$ cat src/verilog/fsr_pkg.sv
// fsr_pkg: register map, field positions, reset values and types of the
// fail-safe start-up sequencer.
// assumes a 40 MHz core_clk and 32-bit Avalon-MM register access.
`default_nettype none
package fsr_pkg;
  // register byte offsets
  localparam logic [7:0] OFF_WDOG_WIN     = 8'h00;
  localparam logic [7:0] OFF_WDOG_WIN_INV = 8'h04;
  localparam logic [7:0] OFF_FAULT_CFG    = 8'h08;
  localparam logic [7:0] OFF_FAULT_INV    = 8'h0c;
  localparam logic [7:0] OFF_WDOG_ANSWER  = 8'h10;
  localparam logic [7:0] OFF_STATE        = 8'h14;
  localparam logic [7:0] OFF_RELEASE      = 8'h18;
  localparam logic [7:0] OFF_MAIN_FLAG_REG_TWO       = 8'h1c;
  localparam logic [7:0] OFF_OVUV         = 8'h20;
  localparam logic [7:0] OFF_IRQ_STATUS   = 8'h24;
  localparam logic [7:0] OFF_IRQ_MASK     = 8'h28;
  localparam logic [7:0] OFF_WDOG_SEED    = 8'h2c;
  // field positions
  localparam int WIN_DUR_LSB    = 12;
  localparam int PAIR_SEL_LSB   = 2;
  localparam int PAIR_POL_BIT   = 1;
  localparam int DBG_LEAVE_BIT  = 14;
  localparam int STS_INIT_BIT   = 0;
  localparam int STS_DEBUG_BIT  = 1;
  localparam int STS_WDEN_BIT   = 2;
  localparam int STS_FSOUT_BIT  = 3;
  localparam int STS_CNT_LSB    = 4;
  // values
  localparam logic [15:0] WIN_RESET      = 16'h3200;
  localparam logic [15:0] FAULT_RESET    = 16'h0000;
  localparam logic [15:0] ANSWER_RESET   = 16'h5ab2;
  localparam logic [15:0] RELEASE_KEY    = 16'hb2a5;
  localparam logic [15:0] MAIN_FLAG_REG_TWO_CLEAR   = 16'h40f1;
  localparam logic [15:0] OVUV_CLEAR     = 16'h4550;
  localparam logic [1:0]  PAIR_MODE      = 2'h1;
  localparam logic [2:0]  CNT_RESET      = 3'h7;
  localparam logic [2:0]  CNT_MAX        = 3'h7;
  localparam logic [3:0]  IRQ_NONE       = 4'h0;
  // interrupt event bits
  localparam int EV_INIT_DONE = 0;
  localparam int EV_BAD_ANS   = 1;
  localparam int EV_FAULT     = 2;
  localparam int EV_RELEASED  = 3;

  typedef struct packed {
    logic [7:0]  address;
    logic        read;
    logic        write;
    logic [31:0] writedata;
  } fsr_req_t;

  typedef struct packed {
    logic [3:0] uvFlags;
    logic       supplyUvHigh;
    logic       preregUv;
    logic       supplyUvLow;
    logic       wakeOne;
  } fsr_flags_t;

  typedef enum logic [3:0] {
    ST_INIT    = 4'h1,
    ST_DEBUG   = 4'h2,
    ST_RUN     = 4'h4,
    ST_RELEASE = 4'h8
  } fsr_state_t;
endpackage
`default_nettype wire

$ cat src/verilog/fsr_sequencer.sv
// fsr_sequencer: fail-safe start-up logic with watchdog answers, fault pair
// monitor, debug exit, fault error counter and keyed fail-safe release.
// assumes a host on Avalon-MM and fault/event pins from other domains.
//
// Function
// - window duration zero (value 0x0200) disables the watchdog, no answers demanded.
// - pair monitoring with polarity one: either fault input low is a fault.
// - first correct watchdog answer closes the initialization phase.
// - writing state register with debug-leave bit set exits debug mode once the initialization phase has closed.
// - good answers decrement fault error counter; seven good answers reach zero.
// - release allowed only at counter zero and with watchdog enabled by fuses.
// - key 0xB2A5 to release register lets fail-safe output go high.
// - writing 0x40F1 to main flag two clears supply, prereg and wake flags.
// - writing 0x4550 to regulator status clears latched undervoltage flags.
// - watchdog and regulators stay off until initialization phase closes.
// - fail-safe output stays asserted until debug mode is exited.
`default_nettype none
module fsr_sequencer
(
  // clock and reset
  input  wire logic        core_clk,
  input  wire logic        reset,
  // avalon-mm slave
  input  wire logic [7:0]  address,
  input  wire logic        read,
  input  wire logic        write,
  input  wire logic [31:0] writedata,
  output logic [31:0]      readdata,
  output logic             waitrequest,
  // pins
  input  wire logic        fault_input_a,
  input  wire logic        fault_input_b,
  input  wire logic        debugPin,
  input  wire logic        otpWdogEnable,
  input  wire logic [7:0]  uvEventIn,
  output logic             failsafe_out_n,
  output logic             regulatorsOn,
  output logic             wdogRunning,
  output logic             irq
);
  import fsr_pkg::*;

  ////////////////////////////////////////////////////////////////////////
  // input synchronisers
  logic [11:0] syncA_reg;
  logic [11:0] syncB_reg;
  logic [11:0] syncIn;
  assign syncIn = {fault_input_a, fault_input_b, debugPin, otpWdogEnable, uvEventIn};

  always_ff @(posedge core_clk or posedge reset)
  begin
    if (reset)
    begin
      syncA_reg <= 12'h000;
      syncB_reg <= 12'h000;
    end
    else
    begin
      syncA_reg <= syncIn;
      syncB_reg <= syncA_reg;
    end
  end

  logic       faultA;
  logic       faultB;
  logic       debugStrap;
  logic       otpWdog;
  logic [7:0] uvEvents;
  assign {faultA, faultB, debugStrap, otpWdog, uvEvents} = syncB_reg;

  ////////////////////////////////////////////////////////////////////////
  // bus decode: one-cycle wait, answer on the second edge
  fsr_req_t req;
  assign req = '{address: address, read: read, write: write, writedata: writedata};

  logic ack_reg;
  logic ack_next;
  always_comb
  begin
    ack_next = (req.read | req.write) & ~ack_reg;
  end
  assign waitrequest = (req.read | req.write) & ~ack_reg;

  logic wrStb;
  assign wrStb = req.write & ack_reg;

  function automatic logic hit(input logic [7:0] off);
    hit = wrStb && (req.address == off);
  endfunction

  logic [15:0] wdat;
  assign wdat = req.writedata[15:0];

  ////////////////////////////////////////////////////////////////////////
  // state and registers
  fsr_state_t  state_reg;
  fsr_state_t  state_next;
  logic [15:0] winCfg_reg;
  logic [15:0] winCfg_next;
  logic [15:0] winInv_reg;
  logic [15:0] winInv_next;
  logic [15:0] faultCfg_reg;
  logic [15:0] faultCfg_next;
  logic [15:0] faultInv_reg;
  logic [15:0] faultInv_next;
  logic [15:0] seed_reg;
  logic [15:0] seed_next;
  logic [2:0]  cnt_reg;
  logic [2:0]  cnt_next;
  logic        debug_reg;
  logic        debug_next;
  logic [1:0]  strapDone_reg;
  logic [1:0]  strapDone_next;
  fsr_flags_t  flags_reg;
  fsr_flags_t  flags_next;
  logic [3:0]  irqSts_reg;
  logic [3:0]  irqSts_next;
  logic [3:0]  irqMask_reg;
  logic [3:0]  irqMask_next;
  logic        fsOut_reg;
  logic        fsOut_next;
  logic [31:0] rdata_reg;
  logic [31:0] rdata_next;

  // complement pairs must agree before a new configuration is trusted
  // only the defined fields are paired; spare bits of the pair need not invert
  logic winValid;
  logic faultValid;
  assign winValid   = (winInv_reg[WIN_DUR_LSB +: 4] == ~winCfg_reg[WIN_DUR_LSB +: 4]);
  assign faultValid = ({faultInv_reg[PAIR_SEL_LSB +: 2], faultInv_reg[PAIR_POL_BIT]}
                       == ~{faultCfg_reg[PAIR_SEL_LSB +: 2], faultCfg_reg[PAIR_POL_BIT]});

  logic wdogEnabled;
  assign wdogEnabled = otpWdog && !(winValid && winCfg_reg[WIN_DUR_LSB +: 4] == 4'h0);

  logic initOpen;
  assign initOpen = (state_reg == ST_INIT);

  logic pairFault;
  always_comb
  begin
    pairFault = 1'b0;
    if (faultValid && faultCfg_reg[PAIR_SEL_LSB +: 2] == PAIR_MODE)
    begin
      if (faultCfg_reg[PAIR_POL_BIT])
        pairFault = !faultA || !faultB;
      else
        pairFault = faultA || faultB;
    end
  end

  logic ansWr;
  logic ansGood;
  assign ansWr   = wrStb && (req.address == OFF_WDOG_ANSWER);
  assign ansGood = (wdat == seed_reg);

  logic [3:0] events;

  always_comb
  begin
    state_next     = state_reg;
    winCfg_next    = winCfg_reg;
    winInv_next    = winInv_reg;
    faultCfg_next  = faultCfg_reg;
    faultInv_next  = faultInv_reg;
    seed_next      = seed_reg;
    cnt_next       = cnt_reg;
    debug_next     = debug_reg;
    strapDone_next = strapDone_reg;
    flags_next     = flags_reg;
    irqMask_next   = irqMask_reg;
    fsOut_next     = fsOut_reg;
    events         = IRQ_NONE;
    rdata_next     = rdata_reg;

    // debug strap taken once, on the third edge after reset release, so the
    // synchroniser holds the pin and not its own reset value
    if (strapDone_reg != 2'h3)
      strapDone_next = strapDone_reg + 2'h1;
    if (strapDone_reg == 2'h2)
      debug_next = debugStrap;

    if (hit(OFF_WDOG_WIN))
      winCfg_next = wdat;
    if (hit(OFF_WDOG_WIN_INV))
      winInv_next = wdat;
    if (hit(OFF_FAULT_CFG))
      faultCfg_next = wdat;
    if (hit(OFF_FAULT_INV))
      faultInv_next = wdat;
    if (hit(OFF_WDOG_SEED))
      seed_next = wdat;
    if (hit(OFF_IRQ_MASK))
      irqMask_next = wdat[3:0];

    // answers are judged even with the watchdog disabled, so init can close
    if (ansWr)
    begin
      if (ansGood)
      begin
        if (cnt_reg != 3'h0)
          cnt_next = cnt_reg - 3'h1;
        if (initOpen)
        begin
          state_next = ST_DEBUG;
          events[EV_INIT_DONE] = 1'b1;
        end
      end
      else
      begin
        if (cnt_reg != CNT_MAX)
          cnt_next = cnt_reg + 3'h1;
        events[EV_BAD_ANS] = 1'b1;
      end
    end

    if (hit(OFF_STATE) && wdat[DBG_LEAVE_BIT] && !initOpen)
      debug_next = 1'b0;

    if (!initOpen)
      state_next = (ansWr && !ansGood) ? ST_RUN : state_next;
    if (state_reg == ST_DEBUG && !debug_next)
      state_next = ST_RUN;

    // keyed release
    if (hit(OFF_RELEASE) && wdat == RELEASE_KEY && !initOpen && !debug_reg
        && cnt_reg == 3'h0 && otpWdog && !pairFault)
    begin
      fsOut_next = 1'b1;
      state_next = ST_RELEASE;
      events[EV_RELEASED] = 1'b1;
    end
    // any fault or bad answer asserts the pin again
    if (pairFault || (ansWr && !ansGood) || debug_next || initOpen)
    begin
      fsOut_next = 1'b0;
      if (state_reg == ST_RELEASE)
        state_next = ST_RUN;
    end
    events[EV_FAULT] = pairFault;

    // latched supply flags: set wins over clear
    if (hit(OFF_MAIN_FLAG_REG_TWO) && wdat == MAIN_FLAG_REG_TWO_CLEAR)
    begin
      flags_next.supplyUvHigh = 1'b0;
      flags_next.preregUv     = 1'b0;
      flags_next.supplyUvLow  = 1'b0;
      flags_next.wakeOne      = 1'b0;
    end
    if (hit(OFF_OVUV) && wdat == OVUV_CLEAR)
      flags_next.uvFlags = 4'h0;
    flags_next = fsr_flags_t'(flags_next | uvEvents);

    irqSts_next = irqSts_reg;
    if (hit(OFF_IRQ_STATUS))
      irqSts_next = irqSts_reg & ~wdat[3:0];
    irqSts_next = irqSts_next | events;

    if (req.read && !ack_reg)
    begin
      case (req.address)
        OFF_WDOG_WIN:     rdata_next = {16'h0000, winCfg_reg};
        OFF_WDOG_WIN_INV: rdata_next = {16'h0000, winInv_reg};
        OFF_FAULT_CFG:    rdata_next = {16'h0000, faultCfg_reg};
        OFF_FAULT_INV:    rdata_next = {16'h0000, faultInv_reg};
        OFF_STATE:        rdata_next = {25'h0, cnt_reg, fsOut_reg, wdogRunning,
                                        debug_reg, !initOpen};
        OFF_MAIN_FLAG_REG_TWO:       rdata_next = {28'h0000000, flags_reg[3:0]};
        OFF_OVUV:         rdata_next = {28'h0000000, flags_reg.uvFlags};
        OFF_IRQ_STATUS:   rdata_next = {28'h0000000, irqSts_reg};
        OFF_IRQ_MASK:     rdata_next = {28'h0000000, irqMask_reg};
        OFF_WDOG_SEED:    rdata_next = {16'h0000, seed_reg};
        default:          rdata_next = 32'h00000000;
      endcase
    end
  end

  always_ff @(posedge core_clk or posedge reset)
  begin
    if (reset)
    begin
      ack_reg       <= 1'b0;
      state_reg     <= ST_INIT;
      winCfg_reg    <= WIN_RESET;
      winInv_reg    <= ~WIN_RESET;
      faultCfg_reg  <= FAULT_RESET;
      faultInv_reg  <= ~FAULT_RESET;
      seed_reg      <= ANSWER_RESET;
      cnt_reg       <= CNT_RESET;
      debug_reg     <= 1'b1;
      strapDone_reg <= 2'h0;
      flags_reg     <= '0;
      irqSts_reg    <= IRQ_NONE;
      irqMask_reg   <= IRQ_NONE;
      fsOut_reg     <= 1'b0;
      rdata_reg     <= 32'h00000000;
    end
    else
    begin
      ack_reg       <= ack_next;
      state_reg     <= state_next;
      winCfg_reg    <= winCfg_next;
      winInv_reg    <= winInv_next;
      faultCfg_reg  <= faultCfg_next;
      faultInv_reg  <= faultInv_next;
      seed_reg      <= seed_next;
      cnt_reg       <= cnt_next;
      debug_reg     <= debug_next;
      strapDone_reg <= strapDone_next;
      flags_reg     <= flags_next;
      irqSts_reg    <= irqSts_next;
      irqMask_reg   <= irqMask_next;
      fsOut_reg     <= fsOut_next;
      rdata_reg     <= rdata_next;
    end
  end

  ////////////////////////////////////////////////////////////////////////
  // outputs
  assign readdata       = rdata_reg;
  assign failsafe_out_n = fsOut_reg;
  assign regulatorsOn   = !initOpen;
  assign wdogRunning    = !initOpen && wdogEnabled;
  assign irq            = |(irqSts_reg & irqMask_reg);
endmodule
`default_nettype wire
$ cat config.mk
export PLATFORM = sky130hd
export DESIGN_NAME = fsr_sequencer
export DESIGN_NICKNAME = d
export VERILOG_FILES = /design/src/verilog/fsr_pkg.sv /design/src/verilog/fsr_sequencer.sv
export SDC_FILE = /design/constraint.sdc
export NUM_CORES = 1
export LEC_CHECK = 0
export BUFFER_PORTS_ARGS = -buffer_cell sky130_fd_sc_hd__buf_2
export CAP_MARGIN = 20
export CORE_MARGIN = 2
export CORE_UTILIZATION = 50
export DETAILED_ROUTE_END_ITERATION = 7
export PLACE_DENSITY = 0.73
export SLEW_MARGIN = 20
export SYNTH_ARGS = -nofsm -noshare
export SYNTH_HDL_FRONTEND = slang
export SYNTH_SLANG_ARGS = --single-unit
$ cat constraint.sdc
create_clock -name core_clk -period 14.4 [get_ports core_clk]
set_clock_uncertainty 0.1 [all_clocks]
set_input_delay 2.88 -clock core_clk [delete_from_list [all_inputs] [get_ports core_clk]]
set_output_delay 2.88 -clock core_clk [all_outputs]
set_load 0.02 [all_outputs]
## Word-level counts from Yosys, hierarchy flattened

Cells that the tools add are included.

- Output and inout port bits: 37
- Memories: 0
- Input port bits: 56
- ROM bits: 0
- Word-level logic and storage cells: 138
- Bits in writable memories: 0
- Latch bits: 0
- Bits in registers: 164

- Bitwise operators: 11
- Order comparisons: 0
- Shift operators: 0
- Div/mod/pow operators: 0
- Reduce and logical (&&, ||, !) cells: 51
- Add/subtract/negate cells: 3
- Multiply operators: 0
- Equal/unequal tests: 25
- Multiplexer cells: 27

Operators with widths:

| cell | count |
|---|---|
| $pmux 16 s10 | 1 |
| $mux 4 | 12 |
| $eq 16x15->1 const B | 2 |
| $eq 8x5->1 const B | 4 |
| $eq 8x6->1 const B | 4 |
| $logic_and 1x1->1 | 29 |
| $eq 16x16->1 | 1 |
| $eq 16x16->1 const B | 1 |
| $eq 8x4->1 const B | 2 |
| $mux 1 | 10 |
| $logic_not 1->1 | 9 |
| $mux 3 | 3 |
| $and 4x4->4 | 2 |
| $eq 8x3->1 const B | 1 |
| $logic_not 8->1 | 1 |
| $not 4->4 | 2 |
| $or 8x8->8 | 1 |
| $logic_or 1x1->1 | 5 |
| $eq 4x1->1 const B | 1 |
| $eq 4x2->1 const B | 1 |
| $eq 4x4->1 | 1 |
| $eq 4x4->1 const B | 1 |
| $logic_not 4->1 | 1 |
| $or 4x4->4 | 1 |
| 19 further kinds | 21 |

## Logic depth before layout (Yosys ltp)

- Depth after elaboration: 11
- Mapped depth: 10
- Gate-level depth less buffers: 8

## Worst setup path after synthesis

OpenSTA, ideal clock, no wires.

- Path type: input to output
- Start: input port write
- End: output port waitrequest
- Required time: 11420 ps
- Stages: 2
- Setup slack: 8210 ps
- Path buffers: 0
- Arrival time: 3210 ps
- Cell sequence: nor2_1 nor2_1

- Word-level cells in the longest chain between the ends: 2

RTL lines:

| what | RTL line | text |
|---|---|---|
| from (decl) | fsr_sequencer.sv:26 | `input wire logic write,` |
| $or 1x1->1 | fsr_sequencer.sv:82 | `assign waitrequest = (req.read \| req.write) & ~ack_reg;` |
| $and 1x1->1 | fsr_sequencer.sv:82 |  |
| to (decl) | fsr_sequencer.sv:29 | `output logic waitrequest,` |

No other way between the ends.

## Worst setup path in the final report

Same ends and word-level chain as after synthesis.

==> results.cfg <==
[min_path]
hold_path_end = syncB_reg[10]
hold_start = syncA_reg[10]
worst_hold_path_type = reg2reg
hold_path_depth = 0

[cells_and_area]
antennaDiodeCount = 0
fill_cells = 1171
nets = 649
post_route_cells_drive_above_1_share_pct = 39.0
layout.cells.most_common_list = 103 x sky130_fd_sc_hd__dfrtp_1, 88 x sky130_fd_sc_hd__mux2_2, 61 x sky130_fd_sc_hd__buf_2, 45 x sky130_fd_sc_hd__dfstp_2, 32 x sky130_fd_sc_hd__nand2_1
mostFrequentLayoutCell = sky130_fd_sc_hd__dfrtp_1
areaGrowthSynthToFinish_pct = 11.5
final_design_area_no_fill_um2 = 7720

[clock_tree]
cts_buffers = 17
cts_tree = yes
htree_num_levels = 4
largest_buffer_count_on_any_clock_path = 2
insertion_delay_ns = 0.42
clock_sink_count = 148
root_buffer = sky130_fd_sc_hd__clkbuf_16
post-cts-setup-buffer-count = 0
hold_fix_buffer_count_after_cts = 0
clk_transition_reported_paths_ns = 0.05
post_cts_resize_count = 0

[floorplan]
io_count = 93
floorplan.initialDensity_pct = 50.5
design.die.area_um2 = 14800
core_area_um2 = 13700
die_width_um = 122
die_h_um = 122
fp-row-count = 43

[sta]
fmax_ghz = 0.156
layout_min_cycle_time_ns = 6.41
setup_viol = 0
grt_setup_unrepaired = false
setup_total_negative_slack_ns = 0
worstMarginPinSlew_ns = 1.08
final_hold_viol_count = 0
slew-limit-headroom_pct = 28.2
final.period_utilization_pct = 44.5
slew_violations = 0

[synth]
ys_warn_count = 0
synth_ff_type = sky130_fd_sc_hd__dfrtp_1
post_synth_inst_count = 545
netlist_area_um2 = 6930
synth_seq_cells = 148
syn-mean-instance-area_um2 = 12.7
number_of_enable_type_register_cells_in_the_synthesized_netlist = 0
netlist-cell-type-count = 68
ys_seq_area_share_pct = 54.3
fraction_of_synthesis_flops_using_an_asynchronous_set_or_reset_pin_pct = 100

[critical_path]
worst-r2r-cell-count = 7
setup.worst_path.class = in2out
timing.critical_path.from_type = primary input
cp_cell_sequence = buf_2 -> nor2_1 -> nor2_1 -> buf_2
arrival_ns = 3.43
reg_to_reg_critical_path_endpoint = cnt_reg[1]
crit_fanout = 9
cp_top_family = buffers and inverters
r2r_slack_ns = 11.61
cell_at_the_slowest_stage_of_the_critical_path = sky130_fd_sc_hd__buf_2
end_kind = output pin
cp.required_ns = 11.42
rr_startpoint = seed_reg[7]
cp_peak_stage_delay_ns = 0.18
crit_buf_inv = 2

[global_routing]
grtUsageTotal_pct = 23.7
global_route_met2_usage_pct = 38.6
grt-busiest-layer = met2
number_of_antenna_violations_at_the_first_check_in_global_routing = 0
globalRouteMet1Util_pct = 30.1
grt_pass1_vias = 4978
largest_net_degree_at_the_start_of_global_routing = 82
grt_use_met3_pct = 6.23
grt_first_pass_wirelength_um = 26200
grt_overflow = 0

[job]
maxCapViolations = 0

[power_and_ir_drop]
worst_ir_drop_vdd_v = 0.000123
p_leak_nw = 3.42
pwr_density_cell_nw_per_um2 = 113

[routing]
drt_drc_violations_left = 0
route.antenna.remaining_nets = 0
drt-wirelength-per-cell_um = 21.0
vias = 4722
post_drt_via_cell_ratio = 6.03
initialDrtViolationCount = 468
drt_first_pass_iters = 7
wirelength_um = 16400

[outcome]
run_status = finished clean

[placement]
routabilityCongestion = 0.937
port_buffers = 60
detailed_place.area_um2 = 7210
dp_hpwl_um = 11100
==> final cells by class <==
class                           instances  area, um2  share of cell area, %
Clock buffer                           27        483                   6.25
Clock inverter                          5       30.0                  0.389
Inverter                                9       38.8                  0.502
Multi-Input combinational cell        350       2860                   37.0
Sequential cell                       148       3760                   48.7
Tap cell                              180        225                   2.92
Timing Repair Buffer                   64        328                   4.24
==> stage by stage <==
| stage | util [%] | power [mW] | setup WS, ns | hold slack (ns) | instances |
|---|---|---|---|---|---|
| after floorplan | - | 0.477 | 7.51 | 0.231 | 560 |
| final | 56.3 | 0.876 | 7.99 | 0.245 | 783 |
| after global routing | 56.3 | 0.905 | 7.95 | 0.253 | 783 |
| after global placement | 52.5 | 0.491 | 8.02 | 0.232 | 750 |
| after detailed placement | 52.6 | 0.493 | 8.00 | 0.235 | 751 |
| after CTS | 56.3 | 0.882 | 8.00 | 0.247 | 783 |
==> worst register-to-register path: cells and delay by family, from the launching register on <==
family          cells  cell delay, ns
simple gates        3            0.98
fa+ha+maj           1            0.58
flops               1            0.55
compound gates      2            0.34
xor+xnor            1            0.17
==> routing by layer <==
layer  vias up  share of wire, %
li1       2073                 -
met1      2425                43
met2       192                48
met3        32               6.1
met4         0               2.9
met5         -                 0
==> synthesized netlist by cell type, types with 8 or more instances <==
master / count / area [um2]
sky130_fd_sc_hd__nor2_1: 13 / 48.8
sky130_fd_sc_hd__a22o_1: 15 / 131
sky130_fd_sc_hd__dfrtp_1: 103 / 2580
sky130_fd_sc_hd__a21o_1: 11 / 82.6
sky130_fd_sc_hd__xnor2_1: 18 / 158
sky130_fd_sc_hd__buf_2: 8 / 40.0
sky130_fd_sc_hd__inv_1: 9 / 33.8
sky130_fd_sc_hd__a222oi_1: 9 / 90.1
sky130_fd_sc_hd__clkbuf_1: 15 / 56.3
sky130_fd_sc_hd__nand4_1: 9 / 56.3
sky130_fd_sc_hd__and3_1: 8 / 50.1
sky130_fd_sc_hd__mux2_2: 88 / 991
sky130_fd_sc_hd__a22oi_1: 24 / 180
sky130_fd_sc_hd__nand2_1: 32 / 120
sky130_fd_sc_hd__dfstp_2: 45 / 1180
sky130_fd_sc_hd__buf_4: 21 / 158
==> power breakdown <==
group	leakage (nW)	switching (mW)	total, mW	internal [mW]
combinational	1.39	0.0334	0.0500	0.0166
clock	0.245	0.161	0.389	0.228
sequential	1.79	0.00709	0.437	0.430
total	3.42	0.202	0.876	0.674
==> logic make-up (layout without fill, tap and decap cells) <==
family,after synthesis,count (layout),synth area share (%)
flops,148,148,54.3
buf+inv,62,105,5.31
mux,96,96,15.5
other cells,1,16,0.0541
simple gates,118,118,10.4
xor+xnor,18,18,2.28
fa+ha+maj,3,3,0.650
compound gates,99,99,11.5
==> how the worst max path moves through the flow <==
stage,from,end,slack (ns),cells past startpoint
global route,write,waitrequest,7.95,4
CTS,write,waitrequest,8.00,4
floorplan,reset,ack_reg,7.51,1
finish,write,waitrequest,7.99,4
detailed placement,write,waitrequest,8.00,4
global placement,write,waitrequest,8.02,4
No activity file was read; power rests on OpenSTA's default activity.
